===== config.mk =====
export PLATFORM = sky130hd
export DESIGN_NAME = charger_boost_irq_masking
export DESIGN_NICKNAME = d
export VERILOG_FILES = /design/src/common/irq_mask_pkg.sv /design/src/logic/mask_gate.sv /design/src/logic/charger_boost_irq_masking.sv
export VERILOG_INCLUDE_DIRS = /design/src /design/src/common
export SDC_FILE = /design/constraint.sdc
export NUM_CORES = 1
export LEC_CHECK = 0
export ABC_AREA = 1
export BUFFER_PORTS_ARGS = -buffer_cell sky130_fd_sc_hd__buf_4
export CAP_MARGIN = 25
export CORE_MARGIN = 2
export CORE_UTILIZATION = 40
export CTS_CLUSTER_DIAMETER = 40
export DETAILED_ROUTE_END_ITERATION = 8
export GPL_ROUTABILITY_DRIVEN = 0
export PLACE_DENSITY = 0.84
export SKIP_LAST_GASP = 1
export SYNTH_ARGS = -nofsm -noshare
export SYNTH_HDL_FRONTEND = slang
export SYNTH_SLANG_ARGS = --single-unit
export TNS_END_PERCENT = 20

===== constraint.sdc =====
create_clock -name sys_clk -period 1 [get_ports sys_clk]
set_clock_uncertainty 0.05 [all_clocks]
set_input_delay 0.2 -clock sys_clk [delete_from_list [all_inputs] [get_ports sys_clk]]
set_output_delay 0.2 -clock sys_clk [all_outputs]
set_load 0.02 [all_outputs]

===== src/common/irq_mask_consts.svh =====
// Register offsets, field positions and reset values of the interrupt mask block
// Functional notes
// - Mask bit 0 passes its event to the interrupt; 1 blocks it.
// - Boost mask register bit 5 gates the boost low battery interrupt.
// - Boost mask register bit 3 gates the boost 32 s timeout interrupt.
// - Charger mask has a bit suppressing the thermal regulation loop interrupt.
// - Charger mask has a bit suppressing the input voltage regulation loop interrupt.
// - Charger mask has a bit suppressing the battery overvoltage interrupt.
// - Input voltage regulation event is a warning raised while that loop is active.
`ifndef IRQ_MASK_CONSTS_SVH
`define IRQ_MASK_CONSTS_SVH
`define CHARGER_MASK_ADDR    8'h0c
`define BOOST_MASK_ADDR      8'h0d
`define MASK_RESET           8'h00
`define BOOST_INPUT_OV_BIT   7
`define BOOST_OVERLOAD_BIT   6
`define BOOST_LOW_BATT_BIT   5
`define BOOST_TIMEOUT_BIT    3
`define BOOST_MASK_USED      8'he8
`define REVERSE_PROT_BIT     7
`define BATTERY_OV_BIT       5
`define CHARGE_DONE_BIT      4
`define RECHARGE_BIT         3
`define CHARGE_TIMEOUT_BIT   2
`define THERMAL_LOOP_BIT     1
`define INPUT_VREG_LOOP_BIT  0
`define CHARGER_MASK_USED    8'hbf
`endif


===== src/common/irq_mask_pkg.sv =====
// Types shared by the interrupt mask block
package irq_mask_pkg;
   typedef logic [7:0] reg8_t;
endpackage


===== src/logic/mask_gate.sv =====
// Per-bit event gating for one 8-bit mask register
`timescale 1ns/10ps
module mask_gate
   import irq_mask_pkg::*;
(
   // Event flags and masks
   input  wire reg8_t flags,
   input  wire reg8_t mask,
   input  wire reg8_t used,
   // Result
   output logic       any_pending
);
   reg8_t pass;
   genvar i;
   generate
      for (i = 0; i < 8; i++) begin : g_bit
         assign pass[i] = flags[i] & ~mask[i] & used[i];
      end
   endgenerate
   assign any_pending = |pass;
endmodule


===== src/logic/charger_boost_irq_masking.sv =====
// Mask registers and open-drain interrupt output of the charger
`timescale 1ns/10ps
`include "irq_mask_consts.svh"
module charger_boost_irq_masking
   import irq_mask_pkg::*;
(
   // Clock and reset
   input  wire  logic sys_clk,
   input  wire  logic arst_n,
   // Register port
   input  wire  logic       reg_wr,
   input  wire  logic [7:0] reg_addr,
   input  wire  reg8_t      reg_wdata,
   output reg8_t            reg_rdata,
   // Event flags from the charger and boost logic
   input  wire  reg8_t      charger_flags,
   input  wire  reg8_t      boost_flags,
   // Open-drain interrupt, active low on the wire
   output logic             irq_o,
   output logic             irq_oe
);
   reg8_t charger_irq_mask_q;
   reg8_t boost_irq_mask_q;
   logic  chg_pend;
   logic  bst_pend;
   logic  irq_q;

   // Named mask fields, read by the checks below
   logic  reverse_prot_mask;
   logic  battery_ov_mask;
   logic  charge_done_mask;
   logic  recharge_mask;
   logic  charge_timeout_mask;
   logic  thermal_loop_mask;
   logic  input_vreg_loop_mask;
   logic  boost_input_ov_mask;
   logic  boost_overload_mask;
   logic  boost_low_batt_mask;
   logic  boost_timeout_mask;

   // Masks reset to zero so every used event reaches the pin by default
   always_ff @(posedge sys_clk or negedge arst_n) begin
      if (!arst_n) begin
         charger_irq_mask_q <= `MASK_RESET;
      end else if (reg_wr && reg_addr == `CHARGER_MASK_ADDR) begin
         charger_irq_mask_q <= reg_wdata;
      end
   end

   // Reserved bits of the boost mask are plain storage, read back as written
   always_ff @(posedge sys_clk or negedge arst_n) begin
      if (!arst_n) begin
         boost_irq_mask_q <= `MASK_RESET;
      end else if (reg_wr && reg_addr == `BOOST_MASK_ADDR) begin
         boost_irq_mask_q <= reg_wdata;
      end
   end

   // Taps only; the gating itself stays per bit in the gate module
   assign reverse_prot_mask    = charger_irq_mask_q[`REVERSE_PROT_BIT];
   assign battery_ov_mask      = charger_irq_mask_q[`BATTERY_OV_BIT];
   assign charge_done_mask     = charger_irq_mask_q[`CHARGE_DONE_BIT];
   assign recharge_mask        = charger_irq_mask_q[`RECHARGE_BIT];
   assign charge_timeout_mask  = charger_irq_mask_q[`CHARGE_TIMEOUT_BIT];
   assign thermal_loop_mask    = charger_irq_mask_q[`THERMAL_LOOP_BIT];
   assign input_vreg_loop_mask = charger_irq_mask_q[`INPUT_VREG_LOOP_BIT];
   assign boost_input_ov_mask  = boost_irq_mask_q[`BOOST_INPUT_OV_BIT];
   assign boost_overload_mask  = boost_irq_mask_q[`BOOST_OVERLOAD_BIT];
   assign boost_low_batt_mask  = boost_irq_mask_q[`BOOST_LOW_BATT_BIT];
   assign boost_timeout_mask   = boost_irq_mask_q[`BOOST_TIMEOUT_BIT];

   always_comb begin
      unique case (reg_addr)
         `CHARGER_MASK_ADDR: reg_rdata = charger_irq_mask_q;
         `BOOST_MASK_ADDR:   reg_rdata = boost_irq_mask_q;
         default:            reg_rdata = 8'h00;
      endcase
   end

   // Input regulation warning enters as a level while its loop is active
   mask_gate u_chg (
      .flags       (charger_flags),
      .mask        (charger_irq_mask_q),
      .used        (`CHARGER_MASK_USED),
      .any_pending (chg_pend)
   );

   mask_gate u_bst (
      .flags       (boost_flags),
      .mask        (boost_irq_mask_q),
      .used        (`BOOST_MASK_USED),
      .any_pending (bst_pend)
   );

   // Registered so the pin never glitches on flag skew
   always_ff @(posedge sys_clk or negedge arst_n) begin
      if (!arst_n) begin
         irq_q <= 1'b0;
      end else begin
         irq_q <= chg_pend | bst_pend;
      end
   end

   assign irq_o  = 1'b0;
   assign irq_oe = irq_q;

   a_low_batt_gate: assert property (@(posedge sys_clk) disable iff (!arst_n)
      (boost_flags == 8'h20 && charger_flags == 8'h00 && boost_irq_mask_q[5])
      |=> !irq_oe)
      else $error("masked low battery event drove the interrupt");
   a_timeout_pass: assert property (@(posedge sys_clk) disable iff (!arst_n)
      (boost_flags[3] && !boost_irq_mask_q[3]) |=> irq_oe)
      else $error("unmasked boost timeout did not raise the interrupt");
   a_thermal_pass: assert property (@(posedge sys_clk) disable iff (!arst_n)
      (charger_flags[1] && !charger_irq_mask_q[1]) |=> irq_oe)
      else $error("unmasked thermal event did not raise the interrupt");
   a_vreg_pass: assert property (@(posedge sys_clk) disable iff (!arst_n)
      (charger_flags[0] && !charger_irq_mask_q[0]) |=> irq_oe)
      else $error("unmasked input regulation event did not raise the interrupt");
   a_batt_ov_gate: assert property (@(posedge sys_clk) disable iff (!arst_n)
      (charger_flags == 8'h20 && boost_flags == 8'h00 && charger_irq_mask_q[5])
      |=> !irq_oe)
      else $error("masked battery overvoltage drove the interrupt");
   a_irq_release: assert property (@(posedge sys_clk) disable iff (!arst_n)
      (((charger_flags & ~charger_irq_mask_q & 8'hbf) == 8'h00)
       && ((boost_flags & ~boost_irq_mask_q & 8'he8) == 8'h00)) |=> !irq_oe)
      else $error("interrupt held with no unmasked flag");
   a_mask_write: assert property (@(posedge sys_clk) disable iff (!arst_n)
      (reg_wr && reg_addr == 8'h0d) |=> boost_irq_mask_q == $past(reg_wdata))
      else $error("boost mask write not stored");
   a_pin_low_only: assert property (@(posedge sys_clk) disable iff (!arst_n)
      irq_oe |-> !irq_o)
      else $error("interrupt pin driven high");

   // Each used event reaches the pin while its mask bit is clear
   a_rev_prot_pass: assert property (@(posedge sys_clk) disable iff (!arst_n)
      (charger_flags[`REVERSE_PROT_BIT] && !reverse_prot_mask) |=> irq_oe)
      else $error("unmasked reverse protection event did not raise the interrupt");
   a_batt_ov_pass: assert property (@(posedge sys_clk) disable iff (!arst_n)
      (charger_flags[`BATTERY_OV_BIT] && !battery_ov_mask) |=> irq_oe)
      else $error("unmasked battery overvoltage did not raise the interrupt");
   a_charge_done_pass: assert property (@(posedge sys_clk) disable iff (!arst_n)
      (charger_flags[`CHARGE_DONE_BIT] && !charge_done_mask) |=> irq_oe)
      else $error("unmasked charge done event did not raise the interrupt");
   a_recharge_pass: assert property (@(posedge sys_clk) disable iff (!arst_n)
      (charger_flags[`RECHARGE_BIT] && !recharge_mask) |=> irq_oe)
      else $error("unmasked recharge event did not raise the interrupt");
   a_chg_timeout_pass: assert property (@(posedge sys_clk) disable iff (!arst_n)
      (charger_flags[`CHARGE_TIMEOUT_BIT] && !charge_timeout_mask) |=> irq_oe)
      else $error("unmasked charge timeout did not raise the interrupt");
   a_input_ov_pass: assert property (@(posedge sys_clk) disable iff (!arst_n)
      (boost_flags[`BOOST_INPUT_OV_BIT] && !boost_input_ov_mask) |=> irq_oe)
      else $error("unmasked boost input overvoltage did not raise the interrupt");
   a_overload_pass: assert property (@(posedge sys_clk) disable iff (!arst_n)
      (boost_flags[`BOOST_OVERLOAD_BIT] && !boost_overload_mask) |=> irq_oe)
      else $error("unmasked boost overload did not raise the interrupt");
   a_low_batt_pass: assert property (@(posedge sys_clk) disable iff (!arst_n)
      (boost_flags[`BOOST_LOW_BATT_BIT] && !boost_low_batt_mask) |=> irq_oe)
      else $error("unmasked low battery event did not raise the interrupt");

   // A lone masked event leaves the pin released
   a_rev_prot_gate: assert property (@(posedge sys_clk) disable iff (!arst_n)
      ($onehot(charger_flags) && charger_flags[`REVERSE_PROT_BIT] && boost_flags == 8'h00
       && reverse_prot_mask) |=> !irq_oe)
      else $error("masked reverse protection event drove the interrupt");
   a_charge_done_gate: assert property (@(posedge sys_clk) disable iff (!arst_n)
      ($onehot(charger_flags) && charger_flags[`CHARGE_DONE_BIT] && boost_flags == 8'h00
       && charge_done_mask) |=> !irq_oe)
      else $error("masked charge done event drove the interrupt");
   a_recharge_gate: assert property (@(posedge sys_clk) disable iff (!arst_n)
      ($onehot(charger_flags) && charger_flags[`RECHARGE_BIT] && boost_flags == 8'h00
       && recharge_mask) |=> !irq_oe)
      else $error("masked recharge event drove the interrupt");
   a_chg_timeout_gate: assert property (@(posedge sys_clk) disable iff (!arst_n)
      ($onehot(charger_flags) && charger_flags[`CHARGE_TIMEOUT_BIT] && boost_flags == 8'h00
       && charge_timeout_mask) |=> !irq_oe)
      else $error("masked charge timeout drove the interrupt");
   a_thermal_gate: assert property (@(posedge sys_clk) disable iff (!arst_n)
      ($onehot(charger_flags) && charger_flags[`THERMAL_LOOP_BIT] && boost_flags == 8'h00
       && thermal_loop_mask) |=> !irq_oe)
      else $error("masked thermal event drove the interrupt");
   a_vreg_gate: assert property (@(posedge sys_clk) disable iff (!arst_n)
      ($onehot(charger_flags) && charger_flags[`INPUT_VREG_LOOP_BIT] && boost_flags == 8'h00
       && input_vreg_loop_mask) |=> !irq_oe)
      else $error("masked input regulation event drove the interrupt");
   a_input_ov_gate: assert property (@(posedge sys_clk) disable iff (!arst_n)
      ($onehot(boost_flags) && boost_flags[`BOOST_INPUT_OV_BIT] && charger_flags == 8'h00
       && boost_input_ov_mask) |=> !irq_oe)
      else $error("masked boost input overvoltage drove the interrupt");
   a_overload_gate: assert property (@(posedge sys_clk) disable iff (!arst_n)
      ($onehot(boost_flags) && boost_flags[`BOOST_OVERLOAD_BIT] && charger_flags == 8'h00
       && boost_overload_mask) |=> !irq_oe)
      else $error("masked boost overload drove the interrupt");
   a_timeout_gate: assert property (@(posedge sys_clk) disable iff (!arst_n)
      ($onehot(boost_flags) && boost_flags[`BOOST_TIMEOUT_BIT] && charger_flags == 8'h00
       && boost_timeout_mask) |=> !irq_oe)
      else $error("masked boost timeout drove the interrupt");

   // Reserved positions never reach the pin, whatever their mask bits hold
   a_reserved_quiet: assert property (@(posedge sys_clk) disable iff (!arst_n)
      ((charger_flags & `CHARGER_MASK_USED) == 8'h00
       && (boost_flags & `BOOST_MASK_USED) == 8'h00) |=> !irq_oe)
      else $error("reserved event position drove the interrupt");

   // Writes land one edge later; other addresses leave both masks alone
   a_charger_write: assert property (@(posedge sys_clk) disable iff (!arst_n)
      (reg_wr && reg_addr == `CHARGER_MASK_ADDR) |=> charger_irq_mask_q == $past(reg_wdata))
      else $error("charger mask write not stored");
   a_charger_hold: assert property (@(posedge sys_clk) disable iff (!arst_n)
      !(reg_wr && reg_addr == `CHARGER_MASK_ADDR) |=> $stable(charger_irq_mask_q))
      else $error("charger mask changed without a write");
   a_boost_hold: assert property (@(posedge sys_clk) disable iff (!arst_n)
      !(reg_wr && reg_addr == `BOOST_MASK_ADDR) |=> $stable(boost_irq_mask_q))
      else $error("boost mask changed without a write");
   a_unmapped_read: assert property (@(posedge sys_clk) disable iff (!arst_n)
      (reg_addr != `CHARGER_MASK_ADDR && reg_addr != `BOOST_MASK_ADDR) |-> reg_rdata == 8'h00)
      else $error("unmapped address returned data");

   c_irq_rise: cover property (@(posedge sys_clk) disable iff (!arst_n) $rose(irq_oe));
   c_irq_fall: cover property (@(posedge sys_clk) disable iff (!arst_n) $fell(irq_oe));
   c_masked: cover property (@(posedge sys_clk) disable iff (!arst_n)
      (charger_flags != 8'h00) && !irq_oe);
   c_boost_masked: cover property (@(posedge sys_clk) disable iff (!arst_n)
      (boost_flags != 8'h00) && !irq_oe);
   c_both_pend: cover property (@(posedge sys_clk) disable iff (!arst_n) chg_pend && bst_pend);
endmodule


### Yosys cells after proc, flatten, opt, wreduce, memory -nomap -nowiden

Cells that the tools add are included.

* eq/ne operators: 2
* muxes and demuxes: 1
* bitwise gates (word level): 23
* reductions and logical operators: 4

Operators with widths (count)
* 8-bit by 4-bit equality test with 1-bit output (second input constant): 2
* 8-bit case mux with 2 select lines: 1
* 1-bit bitwise AND: 11
* 1-bit NOT: 11
* 7-bit OR reduction: 1
* 4-bit OR reduction: 1
* 1-bit logical AND: 2
* 1-bit OR: 1

* register bits after elaboration: 17
* input bits: 35
* output and inout port bits: 10

### Depth between registers and ports, before layout

Gate-level depths: netlist (run 1).

* depth in word-level cells: 4
* gate-level depth with buffers: 7
* depth with buffers taken out: 6

### Cells and area by module

Synthesis (run 1) repeated with hierarchy kept, for this count alone.

* cell total of the unflattened synthesis: 159
* area total of the unflattened synthesis: 1107.3 um2

Modules (own cells, without submodules)
* charger_boost_irq_masking: times used 1, cells an instance 115, area an instance 887.1 um2
* mask_gate: times used 2, cells an instance 22, area an instance 110.1 um2

### Least setup slack after synthesis (run 1)

OpenSTA, ideal clock, no wires.

* path kind: input -> output
* from: input port reg_addr[7]
* to: output port reg_rdata[5]
* arrival time: 1.049 ns
* required time: 0.750 ns
* setup slack: -0.299 ns
* stages: 5
* buffers on the path: 0
* path through: nor2_2 > nand2_2 > inv_2 > nand2_1 > o21ai_0

* cells in the longest elaborated chain, start to end: 2
* elaborated cells between the ends (all ways): 3
* classes of those cells: 2 x eq/ne; 1 x mux

RTL lines
* from (decl): RTL line charger_boost_irq_masking.sv:12 `input wire logic [7:0] reg_addr,`
* 8-bit by 4-bit equality test with 1-bit output: RTL line charger_boost_irq_masking.sv:73 `unique case (reg_addr)`
* 8-bit case mux with 2 select lines (*): RTL line charger_boost_irq_masking.sv:73
* to (decl): RTL line charger_boost_irq_masking.sv:14 `output reg8_t reg_rdata,`

Every way passes the cells marked *; elsewhere a longest branch is shown, timed or not.

### Final worst setup path (run 1)

* from: input port reg_addr[2]
* to: output port reg_rdata[1]

The elaborated chain is that of the path after synthesis.

==> impl_metrics.prom, run 1 <==
# TYPE chip_impl_metric gauge
chip_impl_info{name="status",value="complete, but fails checks"} 1
chip_impl_info{name="violations",value="setup timing"} 1
chip_impl_info{name="grt_setup_unrepaired",value="true"} 1
chip_impl_metric{name="fin_nets",unit=""} 228
chip_impl_metric{name="drt_iter0_drc",unit=""} 25
chip_impl_metric{name="synth-warning-count",unit=""} 0
chip_impl_info{name="tritoncts_clock_tree",value="done"} 1
chip_impl_metric{name="finished_cell_area",unit="um^2"} 1700
chip_impl_metric{name="globalRoute.totalOverflow",unit=""} 0
chip_impl_metric{name="area_growth",unit="%"} 71.8
chip_impl_metric{name="final_cell_count_no_fill",unit=""} 222
chip_impl_metric{name="grt_start_max_net_pins",unit=""} 18
chip_impl_info{name="layout_common_cells",value="nand2_1, buf_4, dfrtp_1"} 1
chip_impl_metric{name="netlist-cell-type-count",unit=""} 18
chip_impl_info{name="critical_path_start_type",value="primary input"} 1
chip_impl_metric{name="finalHoldWorstSlack",unit="ps"} 91.5
chip_impl_metric{name="post_synth_inst_count",unit=""} 137
chip_impl_metric{name="insertion_delay",unit="ps"} 300
chip_impl_metric{name="final.min_clock_period",unit="ps"} 1290
chip_impl_metric{name="syn-cell-area",unit="um^2"} 991
chip_impl_info{name="crit-reg2reg-launch",value="charger_irq_mask_q[1]$_DFFE_PN0P_"} 1
chip_impl_metric{name="r2r.worst_path.cells",unit=""} 5
chip_impl_metric{name="nFillCells",unit=""} 170
chip_impl_metric{name="worst_ep_required_time",unit="ps"} 750
chip_impl_metric{name="wirelength",unit="um"} 2930
chip_impl_metric{name="worst-r2r-setup-slack",unit="ps"} -30
chip_impl_metric{name="fraction_of_layout_instances_using_a_drive_strength_above_1",unit="%"} 49.5
chip_impl_info{name="layout_commonest_cell",value="nand2_1"} 1
chip_impl_metric{name="critical_path.max_fanout",unit=""} 7
chip_impl_metric{name="dieArea",unit="um^2"} 2890
chip_impl_metric{name="via_count_of_the_first_global_routing_pass",unit=""} 1073
chip_impl_info{name="critical_path.reg2reg.endpoint",value="irq_oe$_DFF_PN0_"} 1
chip_impl_metric{name="power_per_cell_area",unit="nW/um^2"} 829
chip_impl_metric{name="timing.setup.tns",unit="ps"} -2740
chip_impl_metric{name="cts_sinks",unit=""} 17
chip_impl_metric{name="synth_area_per_inst",unit="um^2"} 7.23
chip_impl_info{name="synth_top_area_cell",value="dfrtp_1"} 1
chip_impl_metric{name="maxClockFrequency",unit="MHz"} 777
chip_impl_metric{name="dpl.hpwl",unit="um"} 2020
chip_impl_metric{name="slew_viol_final",unit=""} 0
chip_impl_metric{name="chip_height",unit="um"} 53.8
chip_impl_metric{name="post_drt_via_cell_ratio",unit=""} 4.97
chip_impl_metric{name="row_count",unit=""} 18
chip_impl_info{name="worst_path_most_repeated_cell",value="buf_6"} 1
chip_impl_metric{name="post_dp_cell_area",unit="um^2"} 1450
chip_impl_info{name="critical_path_class",value="in -> out"} 1
chip_impl_metric{name="die_w",unit="um"} 53.8
chip_impl_metric{name="routed-via-count",unit=""} 1104
chip_impl_metric{name="setup_slack",unit="ps"} -287
chip_impl_metric{name="report.final.setup_viol",unit=""} 18
chip_impl_metric{name="port_buffers",unit=""} 38
chip_impl_metric{name="grt_util_all_layers",unit="%"} 21.9
chip_impl_info{name="ys_top_cells_by_area",value="dfrtp_1, nand2_1, nand3_1"} 1
chip_impl_metric{name="maxCapViolations",unit=""} 0
chip_impl_metric{name="placed_cells",unit=""} 210
chip_impl_metric{name="antenna_cells_inserted",unit=""} 0
chip_impl_metric{name="first_pass_iters",unit=""} 4
chip_impl_metric{name="detail_route.wl_per_cell",unit="um"} 13.2
chip_impl_metric{name="power_leakage",unit="nW"} 0.932
chip_impl_info{name="worstSetupStartpoint",value="reg_addr[2]"} 1
chip_impl_metric{name="first_pass_grt_wire_length",unit="um"} 4480
chip_impl_metric{name="start_util",unit="%"} 41.1
chip_impl_metric{name="final_util",unit="%"} 70.7
chip_impl_metric{name="vdd_drop_max",unit="mV"} 0.766
chip_impl_metric{name="yosys_register_bits",unit=""} 17
chip_impl_metric{name="design.core.area",unit="um^2"} 2410
chip_impl_metric{name="place_ws",unit="ps"} -337
chip_impl_metric{name="cts.reportedPaths.clkPinSlew",unit="ps"} 100
chip_impl_metric{name="finalHoldViolations",unit=""} 0
chip_impl_metric{name="clock_path_buffers",unit=""} 2
chip_impl_metric{name="arrival",unit="ps"} 1040
chip_impl_metric{name="cts_max_level",unit=""} 1
chip_impl_metric{name="post-layout-total-power",unit="mW"} 1.41
chip_impl_metric{name="yosys.area.top_type_share",unit="%"} 42.9
chip_impl_info{name="timing.critical_path.slowest_stage_cell",value="buf_6"} 1
chip_impl_metric{name="drcViolationCount",unit=""} 0
chip_impl_info{name="crit_path_cell_trace",value="buf_6 > nand2_4 > buf_12 > nor2_4 > buf_6 > nand3_2 > nand2_2 > buf_6"} 1
chip_impl_info{name="worstHoldPathType",value="in -> reg"} 1
chip_impl_metric{name="layout_worst_path_cycle_share",unit="%"} 129
chip_impl_info{name="cp-end-kind",value="output pin"} 1
chip_impl_metric{name="synth_seq_area_share",unit="%"} 42.9
chip_impl_info{name="clockRootBuffer",value="clkbuf_4"} 1
chip_impl_metric{name="slowest_delay",unit="ps"} 170
chip_impl_metric{name="drt.antenna.violating_nets",unit=""} 0
chip_impl_metric{name="ios",unit=""} 45
chip_impl_metric{name="postSynthNetCount",unit=""} 172
chip_impl_metric{name="grt_antenna_before_repair",unit=""} 0
chip_impl_metric{name="numCtsBuffers",unit=""} 3
chip_impl_info{name="crit_path_end",value="reg_rdata[1]"} 1
cell type report:
type	count	area [um^2]	area share, %
clock buffers	4	26.3	1.54
repair buffers	57	536	31.4
well taps	30	37.5	2.20
multi-input cells	99	622	36.5
inverters	15	56.3	3.31
flip-flops and latches	17	425	25.0
flip-flops by register name (all words and copies together), names as in the netlist:
name and count:
irq_oe 1, charger_irq_mask_q 8, boost_irq_mask_q 8
where the power goes:
group / internal (mW) / total (mW) / switching [mW]
combinational: 0.153 / 0.289 / 0.136
clock: 0.155 / 0.376 / 0.220
sequential: 0.718 / 0.748 / 0.0300
what timing repair did:
| item | in CTS | in global routing |
|---|---|---|
| hold buffers | 1 | 0 |
| endpoints found under the setup margin | 9 | 17 |
| hold endpoints to repair | 17 | 0 |
| pin swaps | 14 | 5 |
| buffers inserted | 5 | 2 |
| gates resized for setup | 35 | 7 |
worst max-delay path: cells and delay by family:
family / cells / cell delay, ps
buf+inv: 4 / 470
simple gates: 4 / 370
routing by layer:
layer  wire (um)  share of wire, %  vias up  global-route usage, %
met5           0                 0        -                      0
met4          36               1.2        0                   8.12
met3         160               5.5        5                   4.17
met2        1610                55       42                   42.1
met1        1120                38      514                   23.2
li1            -                 -      543                      -
Yosys cell counts (all sizes together):
cell type	n
nand4	8
nand2	60
nor2	8
conb	1
dfrtp	17
buf	6
o21ai	5
inv	15
o211ai	1
nand3	16
worst min path at each step:
stage / from / to / slack (ps) / depth (start not counted)
5_1_grt: reg_wdata[3] / charger_irq_mask_q[3]$_DFFE_PN0P_ / 100 / 3
3_5_place_dp: arst_n / charger_irq_mask_q[0]$_DFFE_PN0P_ / 30 / 1
3_3_place_gp: arst_n / charger_irq_mask_q[0]$_DFFE_PN0P_ / 20 / 1
4_1_cts: reg_wdata[2] / charger_irq_mask_q[2]$_DFFE_PN0P_ / 100 / 3
6_report: reg_wdata[2] / charger_irq_mask_q[2]$_DFFE_PN0P_ / 90 / 3
2_1_floorplan: arst_n / boost_irq_mask_q[0]$_DFFE_PN0P_ / -150 / 0
kinds of logic after synthesis:
family	Yosys count	synth area share (%)
AND/OR/NAND/NOR	92	42.7
buffers and inverters	21	10.7
flip-flops	17	42.9
AO/OA/AOI/OAI	6	3.28
other	1	0.378
(Power assumes the default switching activity.)
==> run 2: changes to the inputs <==
--- a/config.mk
+++ b/config.mk
@@ -16,3 +16,3 @@
 export GPL_ROUTABILITY_DRIVEN = 0
-export PLACE_DENSITY = 0.84
+export PLACE_DENSITY = 0.81
 export SKIP_LAST_GASP = 1
==> constraint.sdc (replaced) <==
create_clock -name sys_clk -period 1.6 [get_ports sys_clk]
set_clock_uncertainty 0.05 [all_clocks]
set_input_delay 0.16 -clock sys_clk [delete_from_list [all_inputs] [get_ports sys_clk]]
set_output_delay 0.16 -clock sys_clk [all_outputs]
set_load 0.02 [all_outputs]
==> run 2 against run 1 <==
Against the previous run: the run now ends clean; clock-buffer cell count fell by 1; sequential share of layout area rose by 7.3 points; power fell by 42%; sequential power fell by 38%; register-to-register slack improved by 730 ps; first-iteration DRC count fell by 16%; clock power fell by 39%; die area did not move.
==> impl_metrics.prom, run 2 (synthesis results as in run 1) <==
# TYPE chip_impl_metric gauge
chip_impl_info{name="status",value="completed"} 1
chip_impl_metric{name="cts.reportedPaths.clkPinSlew",unit="ps"} 110
chip_impl_metric{name="detail_route.wl_per_cell",unit="um"} 11.4
chip_impl_metric{name="numCtsBuffers",unit=""} 3
chip_impl_metric{name="report.final.setup_viol",unit=""} 0
chip_impl_metric{name="slowest_delay",unit="ps"} 330
chip_impl_metric{name="power_switching_share",unit="%"} 26.0
chip_impl_metric{name="antenna_cells_inserted",unit=""} 0
chip_impl_metric{name="intPower",unit="mW"} 0.609
chip_impl_info{name="clockRootBuffer",value="clkbuf_4"} 1
chip_impl_info{name="crit-reg2reg-launch",value="charger_irq_mask_q[0]$_DFFE_PN0P_"} 1
chip_impl_metric{name="design.core.area",unit="um^2"} 2410
chip_impl_metric{name="die_w",unit="um"} 53.8
chip_impl_info{name="hp-start",value="reg_wdata[5]"} 1
chip_impl_metric{name="area_growth",unit="%"} 32.8
chip_impl_metric{name="fraction_of_layout_instances_using_a_drive_strength_above_1",unit="%"} 31.8
chip_impl_metric{name="vdd_drop_max",unit="mV"} 0.467
chip_impl_info{name="crit_path_cell_trace",value="buf_4 > nor2_2 > nand2_2 > nor2_4 > nand2_1 > o21ai_0 > buf_4"} 1
chip_impl_metric{name="dieArea",unit="um^2"} 2890
chip_impl_metric{name="drt_iter0_drc",unit=""} 21
chip_impl_metric{name="post_dp_cell_area",unit="um^2"} 1280
chip_impl_metric{name="timing.setup.tns",unit="ps"} 0
chip_impl_metric{name="critical_path.max_fanout",unit=""} 16
chip_impl_metric{name="chip_height",unit="um"} 53.8
chip_impl_metric{name="via_count_of_the_first_global_routing_pass",unit=""} 937
chip_impl_info{name="layout_commonest_cell",value="nand2_1"} 1
chip_impl_metric{name="place_ws",unit="ps"} 253
chip_impl_metric{name="maxClockFrequency",unit="MHz"} 744
chip_impl_metric{name="grt_antenna_before_repair",unit=""} 0
chip_impl_metric{name="post_drt_via_cell_ratio",unit=""} 4.91
chip_impl_metric{name="power.combinational.fraction",unit="%"} 16.2
chip_impl_metric{name="slew_viol_final",unit=""} 0
chip_impl_metric{name="final.min_clock_period",unit="ps"} 1340
chip_impl_metric{name="post-cts-setup-buffer-count",unit=""} 0
chip_impl_metric{name="maxCapViolations",unit=""} 0
chip_impl_info{name="worstSetupStartpoint",value="reg_addr[5]"} 1
chip_impl_info{name="worstHoldPathType",value="in -> reg"} 1
chip_impl_metric{name="row_count",unit=""} 18
chip_impl_metric{name="switchingPower",unit="mW"} 0.214
chip_impl_metric{name="finalHoldViolations",unit=""} 0
chip_impl_metric{name="setup_slack",unit="ps"} 255
chip_impl_metric{name="first_pass_iters",unit=""} 4
chip_impl_metric{name="clock_power_share",unit="%"} 27.7
chip_impl_metric{name="drt.antenna.violating_nets",unit=""} 0
chip_impl_metric{name="final_util",unit="%"} 54.6
chip_impl_metric{name="cts_max_level",unit=""} 1
chip_impl_info{name="layout_common_cells",value="nand2_1, buf_4, dfrtp_1"} 1
chip_impl_metric{name="drcViolationCount",unit=""} 0
chip_impl_metric{name="fin_nets",unit=""} 212
chip_impl_metric{name="layout_worst_path_cycle_share",unit="%"} 84.0
chip_impl_metric{name="routed-via-count",unit=""} 1012
chip_impl_metric{name="grt_util_all_layers",unit="%"} 18.5
chip_impl_metric{name="seqPwrFrac",unit="%"} 56.1
chip_impl_metric{name="worst_ep_required_time",unit="ps"} 1390
chip_impl_metric{name="wirelength",unit="um"} 2340
chip_impl_metric{name="cts_sinks",unit=""} 17
chip_impl_metric{name="post_cts_resize_count",unit=""} 0
chip_impl_metric{name="insertion_delay",unit="ps"} 280
chip_impl_metric{name="arrival",unit="ps"} 1130
chip_impl_info{name="critical_path_start_type",value="primary input"} 1
chip_impl_info{name="tritoncts_clock_tree",value="done"} 1
chip_impl_metric{name="finalHoldWorstSlack",unit="ps"} 67.3
chip_impl_metric{name="first_pass_grt_wire_length",unit="um"} 3880
chip_impl_metric{name="ios",unit=""} 45
chip_impl_info{name="timing.critical_path.slowest_stage_cell",value="nor2_4"} 1
chip_impl_metric{name="clock_path_buffers",unit=""} 2
chip_impl_metric{name="port_buffers",unit=""} 38
chip_impl_metric{name="power_leakage",unit="nW"} 0.723
chip_impl_metric{name="finished_cell_area",unit="um^2"} 1320
chip_impl_info{name="grt_setup_unrepaired",value="false"} 1
chip_impl_metric{name="power_per_cell_area",unit="nW/um^2"} 625
chip_impl_info{name="cp-end-kind",value="output pin"} 1
chip_impl_metric{name="start_util",unit="%"} 41.1
chip_impl_metric{name="grt_start_max_net_pins",unit=""} 19
chip_impl_info{name="worst_path_most_repeated_cell",value="buf_4"} 1
chip_impl_info{name="critical_path_class",value="in -> out"} 1
chip_impl_metric{name="dpl.hpwl",unit="um"} 1790
chip_impl_metric{name="globalRoute.totalOverflow",unit=""} 0
## run 2: cell types whose count changed in the layout (fill, tap and decap cells not counted), sizes merged
cell,change
clkinv,+1
clkbuf,-1
buf,-16
## run 2: stage by stage
stage | power [mW] | cells
2_1_floorplan | 0.526 | 137
3_3_place_gp | 0.596 | 201
3_5_place_dp | 0.602 | 201
4_1_cts | 0.834 | 206
5_1_grt | 0.866 | 206
6_report | 0.822 | 206
## run 2: path summary, 6_finish.rpt
path                                                     endpoint  slack, ps  depth (start not counted)
worst max-delay path                                 reg_rdata[7]        260                          7
worst min-delay path            charger_irq_mask_q[5]$_DFFE_PN0P_         70                          3
worst max register to register                   irq_oe$_DFF_PN0_        700                          5
worst min register to register  charger_irq_mask_q[6]$_DFFE_PN0P_        430                          2
max in group asynchronous         boost_irq_mask_q[0]$_DFFE_PN0P_       1090                          2
min in group asynchronous       charger_irq_mask_q[5]$_DFFE_PN0P_        210                          2
## run 2: per-layer routing
layer	global-route usage, %	up-vias	part of all wire (%)
met2	33.1	37	53
met5	0	-	0
met4	5.13	0	0.47
li1	-	506	-
met1	23.0	467	40
met3	2.50	2	5.8
## run 2: what timing repair did
action,4_1_cts,5_1_grt
endpoints found under the setup margin,0,0
endpoints found under the hold margin,17,0
hold buffers,1,0
## run 2: power groups by stage
stage	logic, mW	clock network, mW	registers [mW]
6_report	0.134	0.228	0.461
5_1_grt	0.150	0.251	0.464
4_1_cts	0.135	0.238	0.461
3_5_place_dp	0.133	0	0.469
3_3_place_gp	0.128	0	0.468
2_1_floorplan	0.0599	0	0.466
## run 2: critical path, delay by kind of cell
family                 cells  cell delay [ps]
AOI/OAI and AO/OA          1               90
and+or+nand+nor            4              590
buffers and inverters      2              280
## run 2: layout make-up
| class | count | area (um^2) |
|---|---|---|
| fill | 241 | 1090 |
| clock inverter | 1 | 5.00 |
| sequential | 17 | 425 |
| timing repair buffer | 41 | 310 |
| inverter | 15 | 56.3 |
| tap | 30 | 37.5 |
| multi-input combinational | 99 | 459 |
| clock buffer | 3 | 22.5 |
==> run 3: changes to the inputs <==
- ABC_AREA: 1 -> 0
- PLACE_DENSITY: 0.81 -> 0.82
- clock period: 1.6 -> 1.4 ns (I/O delays scaled with it)
==> run 3 against run 2 <==
Against the previous run: setup slack got worse by 130 ps; core utilization increased by 3.6 points; power increased by 14%; global-route usage decreased by 0.73 points; clock-buffer cell count increased by 1; worst hold slack got worse by 31 ps; die area decreased by 8.3%; synthesized area decreased by 9.0%; design area decreased by 4.0%; synthesized cell count decreased by 47%; register-to-register slack got worse by 490 ps; sequential power increased by 15%; critical path type is now reg -> out; highest routed layer unchanged.
==> impl_metrics.prom, run 3 <==
# TYPE chip_impl_metric gauge
chip_impl_metric{name="design.core.area",unit="um^2"} 2170
chip_impl_metric{name="drcViolationCount",unit=""} 0
chip_impl_metric{name="area_taken_by_multi_input_logic_gates",unit="um^2"} 448
chip_impl_info{name="worstSetupStartpoint",value="charger_irq_mask_q[7]$_DFFE_PN0P_"} 1
chip_impl_metric{name="finalHoldViolations",unit=""} 0
chip_impl_metric{name="detail_route.wl_per_cell",unit="um"} 14.5
chip_impl_metric{name="clock_path_buffers",unit=""} 2
chip_impl_info{name="grt_setup_unrepaired",value="false"} 1
chip_impl_metric{name="start_util",unit="%"} 41.6
chip_impl_metric{name="r2r.worst_path.cells",unit=""} 3
chip_impl_metric{name="netlist-cell-type-count",unit=""} 17
chip_impl_metric{name="insertion_delay",unit="ps"} 290
chip_impl_metric{name="yosys.area.top_type_share",unit="%"} 47.2
chip_impl_metric{name="critical_path_buf_inv_count",unit=""} 1
chip_impl_info{name="synth_top_area_cell",value="dfrtp_1"} 1
chip_impl_metric{name="drt.antenna.violating_nets",unit=""} 0
chip_impl_metric{name="maxCapViolations",unit=""} 0
chip_impl_metric{name="ios",unit=""} 45
chip_impl_info{name="critical_path.reg2reg.endpoint",value="irq_oe$_DFF_PN0_"} 1
chip_impl_metric{name="critical_path_cell_count",unit=""} 3
chip_impl_metric{name="report.final.setup_viol",unit=""} 0
chip_impl_metric{name="row_count",unit=""} 17
chip_impl_metric{name="ff_latch_area",unit="um^2"} 425
chip_impl_metric{name="fraction_of_layout_instances_using_a_drive_strength_above_1",unit="%"} 55.7
chip_impl_metric{name="fin_nets",unit=""} 151
chip_impl_metric{name="slowest_delay",unit="ps"} 420
chip_impl_metric{name="globalRoute.totalOverflow",unit=""} 0
chip_impl_metric{name="post_synth_inst_count",unit=""} 72
chip_impl_metric{name="maxClockFrequency",unit="MHz"} 787
chip_impl_info{name="crit_path_end",value="reg_rdata[7]"} 1
chip_impl_metric{name="drt_iter0_drc",unit=""} 11
chip_impl_info{name="ys_top_cells_by_count",value="dfrtp_1, mux2_2, mux2i_1, nor2_1, nor2b_1"} 1
chip_impl_metric{name="nFillCells",unit=""} 193
chip_impl_info{name="tritoncts_clock_tree",value="done"} 1
chip_impl_metric{name="cts_sinks",unit=""} 17
chip_impl_info{name="cp-end-kind",value="output pin"} 1
chip_impl_metric{name="synth_area_per_inst",unit="um^2"} 12.5
chip_impl_info{name="critical_path_class",value="reg -> out"} 1
chip_impl_metric{name="final.min_clock_period",unit="ps"} 1270
chip_impl_metric{name="grt_util_all_layers",unit="%"} 17.7
chip_impl_metric{name="syn-cell-area",unit="um^2"} 902
chip_impl_metric{name="postSynthNetCount",unit=""} 107
chip_impl_metric{name="post_drt_via_cell_ratio",unit=""} 5.01
chip_impl_info{name="layout_common_cells",value="buf_4, dfrtp_1, mux2_2"} 1
chip_impl_info{name="crit-reg2reg-launch",value="boost_irq_mask_q[5]$_DFFE_PN0P_"} 1
chip_impl_metric{name="area_growth",unit="%"} 40.1
chip_impl_metric{name="chip_height",unit="um"} 51.5
chip_impl_metric{name="post_dp_cell_area",unit="um^2"} 1220
chip_impl_metric{name="first_pass_iters",unit=""} 4
chip_impl_metric{name="antenna_cells_inserted",unit=""} 0
chip_impl_metric{name="numCtsBuffers",unit=""} 3
chip_impl_info{name="worstHoldPathType",value="in -> reg"} 1
chip_impl_metric{name="port_buffers",unit=""} 38
chip_impl_info{name="ys_top_cells_by_area",value="dfrtp_1, mux2_2, mux2i_1"} 1
chip_impl_metric{name="dpl.hpwl",unit="um"} 1580
chip_impl_metric{name="grt_antenna_before_repair",unit=""} 0
chip_impl_metric{name="routed-via-count",unit=""} 716
chip_impl_metric{name="finished_cell_area",unit="um^2"} 1260
chip_impl_info{name="library_cell_with_the_highest_instance_count_after_synthesis",value="dfrtp_1"} 1
chip_impl_metric{name="worst_ep_required_time",unit="ps"} 1210
chip_impl_info{name="hp-start",value="reg_wdata[7]"} 1
chip_impl_info{name="layout_commonest_cell",value="buf_4"} 1
chip_impl_info{name="status",value="completed"} 1
chip_impl_metric{name="synth_seq_area_share",unit="%"} 47.2
chip_impl_metric{name="via_count_of_the_first_global_routing_pass",unit=""} 777
chip_impl_metric{name="wirelength",unit="um"} 2080
chip_impl_metric{name="synth-async-reset-ratio",unit="%"} 100
chip_impl_metric{name="dieArea",unit="um^2"} 2650
chip_impl_metric{name="worst-r2r-setup-slack",unit="ps"} 210
chip_impl_metric{name="cts.reportedPaths.clkPinSlew",unit="ps"} 90
chip_impl_metric{name="layout_worst_path_cycle_share",unit="%"} 90.8
chip_impl_metric{name="arrival",unit="ps"} 1080
chip_impl_metric{name="vdd_drop_max",unit="mV"} 0.529
chip_impl_metric{name="grt_start_max_net_pins",unit=""} 18
chip_impl_info{name="ys_dominant_reg_cell",value="dfrtp_1"} 1
chip_impl_metric{name="power_per_cell_area",unit="nW/um^2"} 740
chip_impl_metric{name="die_w",unit="um"} 51.5
chip_impl_metric{name="critical_path.max_fanout",unit=""} 3
chip_impl_metric{name="first_pass_grt_wire_length",unit="um"} 3410
chip_impl_info{name="timing.critical_path.slowest_stage_cell",value="dfrtp_1"} 1
chip_impl_info{name="critical_path_start_type",value="register"} 1
chip_impl_info{name="cp_top_family",value="flip-flops"} 1
chip_impl_metric{name="yosys_register_bits",unit=""} 17
chip_impl_metric{name="cts_max_level",unit=""} 1
chip_impl_metric{name="synth-warning-count",unit=""} 0
chip_impl_metric{name="slew_viol_final",unit=""} 0
chip_impl_metric{name="number_of_flops_mapped_to_enable_cells_by_yosys",unit=""} 0
chip_impl_info{name="clockRootBuffer",value="clkbuf_4"} 1
chip_impl_metric{name="timing.setup.tns",unit="ps"} 0
chip_impl_metric{name="power_leakage",unit="nW"} 0.660
chip_impl_info{name="crit_path_cell_trace",value="mux2i_1 > nor2_1 > buf_4"} 1
[run 3: cell types whose count changed after synthesis, sizes merged, moves of 2 or more]
| cell | previous run | this run |
|---|---|---|
| nand2 | 60 | 1 |
| nand3 | 16 | 1 |
| buf | 6 | 2 |
| nand4 | 8 | 1 |
| inv | 15 | 5 |
| mux2i | 0 | 8 |
| mux2 | 0 | 16 |
| nor2b | 0 | 6 |
| o21ai | 5 | 0 |
| a2111oi | 0 | 2 |
[run 3: layout make-up]
| class | count | area share (%) |
|---|---|---|
| Sequential cell | 17 | 33.7 |
| Timing Repair Buffer | 41 | 24.6 |
| Multi-Input combinational cell | 48 | 35.4 |
| Inverter | 5 | 1.49 |
| Tap cell | 28 | 2.77 |
| Clock buffer | 4 | 2.08 |
[run 3: routing by layer]
metal	share of wire (%)	track usage, %	vias to the layer above
met3	6.5	2.30	5
met4	1.7	6.58	0
met2	55	34.2	30
met1	36	19.5	343
met5	0	0	-
li1	-	-	338
[run 3: what timing repair did]
action / in CTS / in global routing
setup endpoints to repair: 0 / 7
endpoints found under the hold margin: 17 / 0
buffers inserted: 0 / 0
gates resized for setup: 0 / 1
hold buffers: 1 / 0
[run 3: cells by family (layout without fill, tap and decap cells)]
kind of cell / after synthesis / in the layout / synth area share, %
flops: 17 / 17 / 47.2
mux: 24 / 24 / 28.8
buf+inv: 7 / 50 / 3.47
simple gates: 20 / 20 / 17.1
other cells: 1 / 1 / 0.416
compound gates: 3 / 3 / 3.05
[run 3: worst min-delay path by stage]
stage / endpoint / cells after the start
floorplan: boost_irq_mask_q[0]$_DFFE_PN0P_ / 0
global placement: charger_irq_mask_q[7]$_DFFE_PN0P_ / 1
detailed placement: charger_irq_mask_q[7]$_DFFE_PN0P_ / 1
CTS: charger_irq_mask_q[0]$_DFFE_PN0P_ / 2
global route: charger_irq_mask_q[6]$_DFFE_PN0P_ / 2
finish: charger_irq_mask_q[7]$_DFFE_PN0P_ / 2
[run 3: report_power, final]
part,leakage [nW],internal (mW),switching [mW],total (mW)
clock,0.0150,0.111,0.145,0.256
combinational,0.415,0.0933,0.0575,0.151
sequential,0.229,0.513,0.0149,0.528
[run 3: metrics by stage]
stage	power, mW	util, %	hold WS [ps]	std cells	worst slack (ps)
4_1_cts	0.945	58.1	32.4	143	13.8
5_1_grt	0.980	58.2	36.9	143	70.8
3_5_place_dp	0.687	56.5	-36.7	138	14.6
3_3_place_gp	0.679	56.5	-41.6	138	42.2
6_report	0.935	58.2	36.6	143	129
2_1_floorplan	0.595	-	-206	72	228
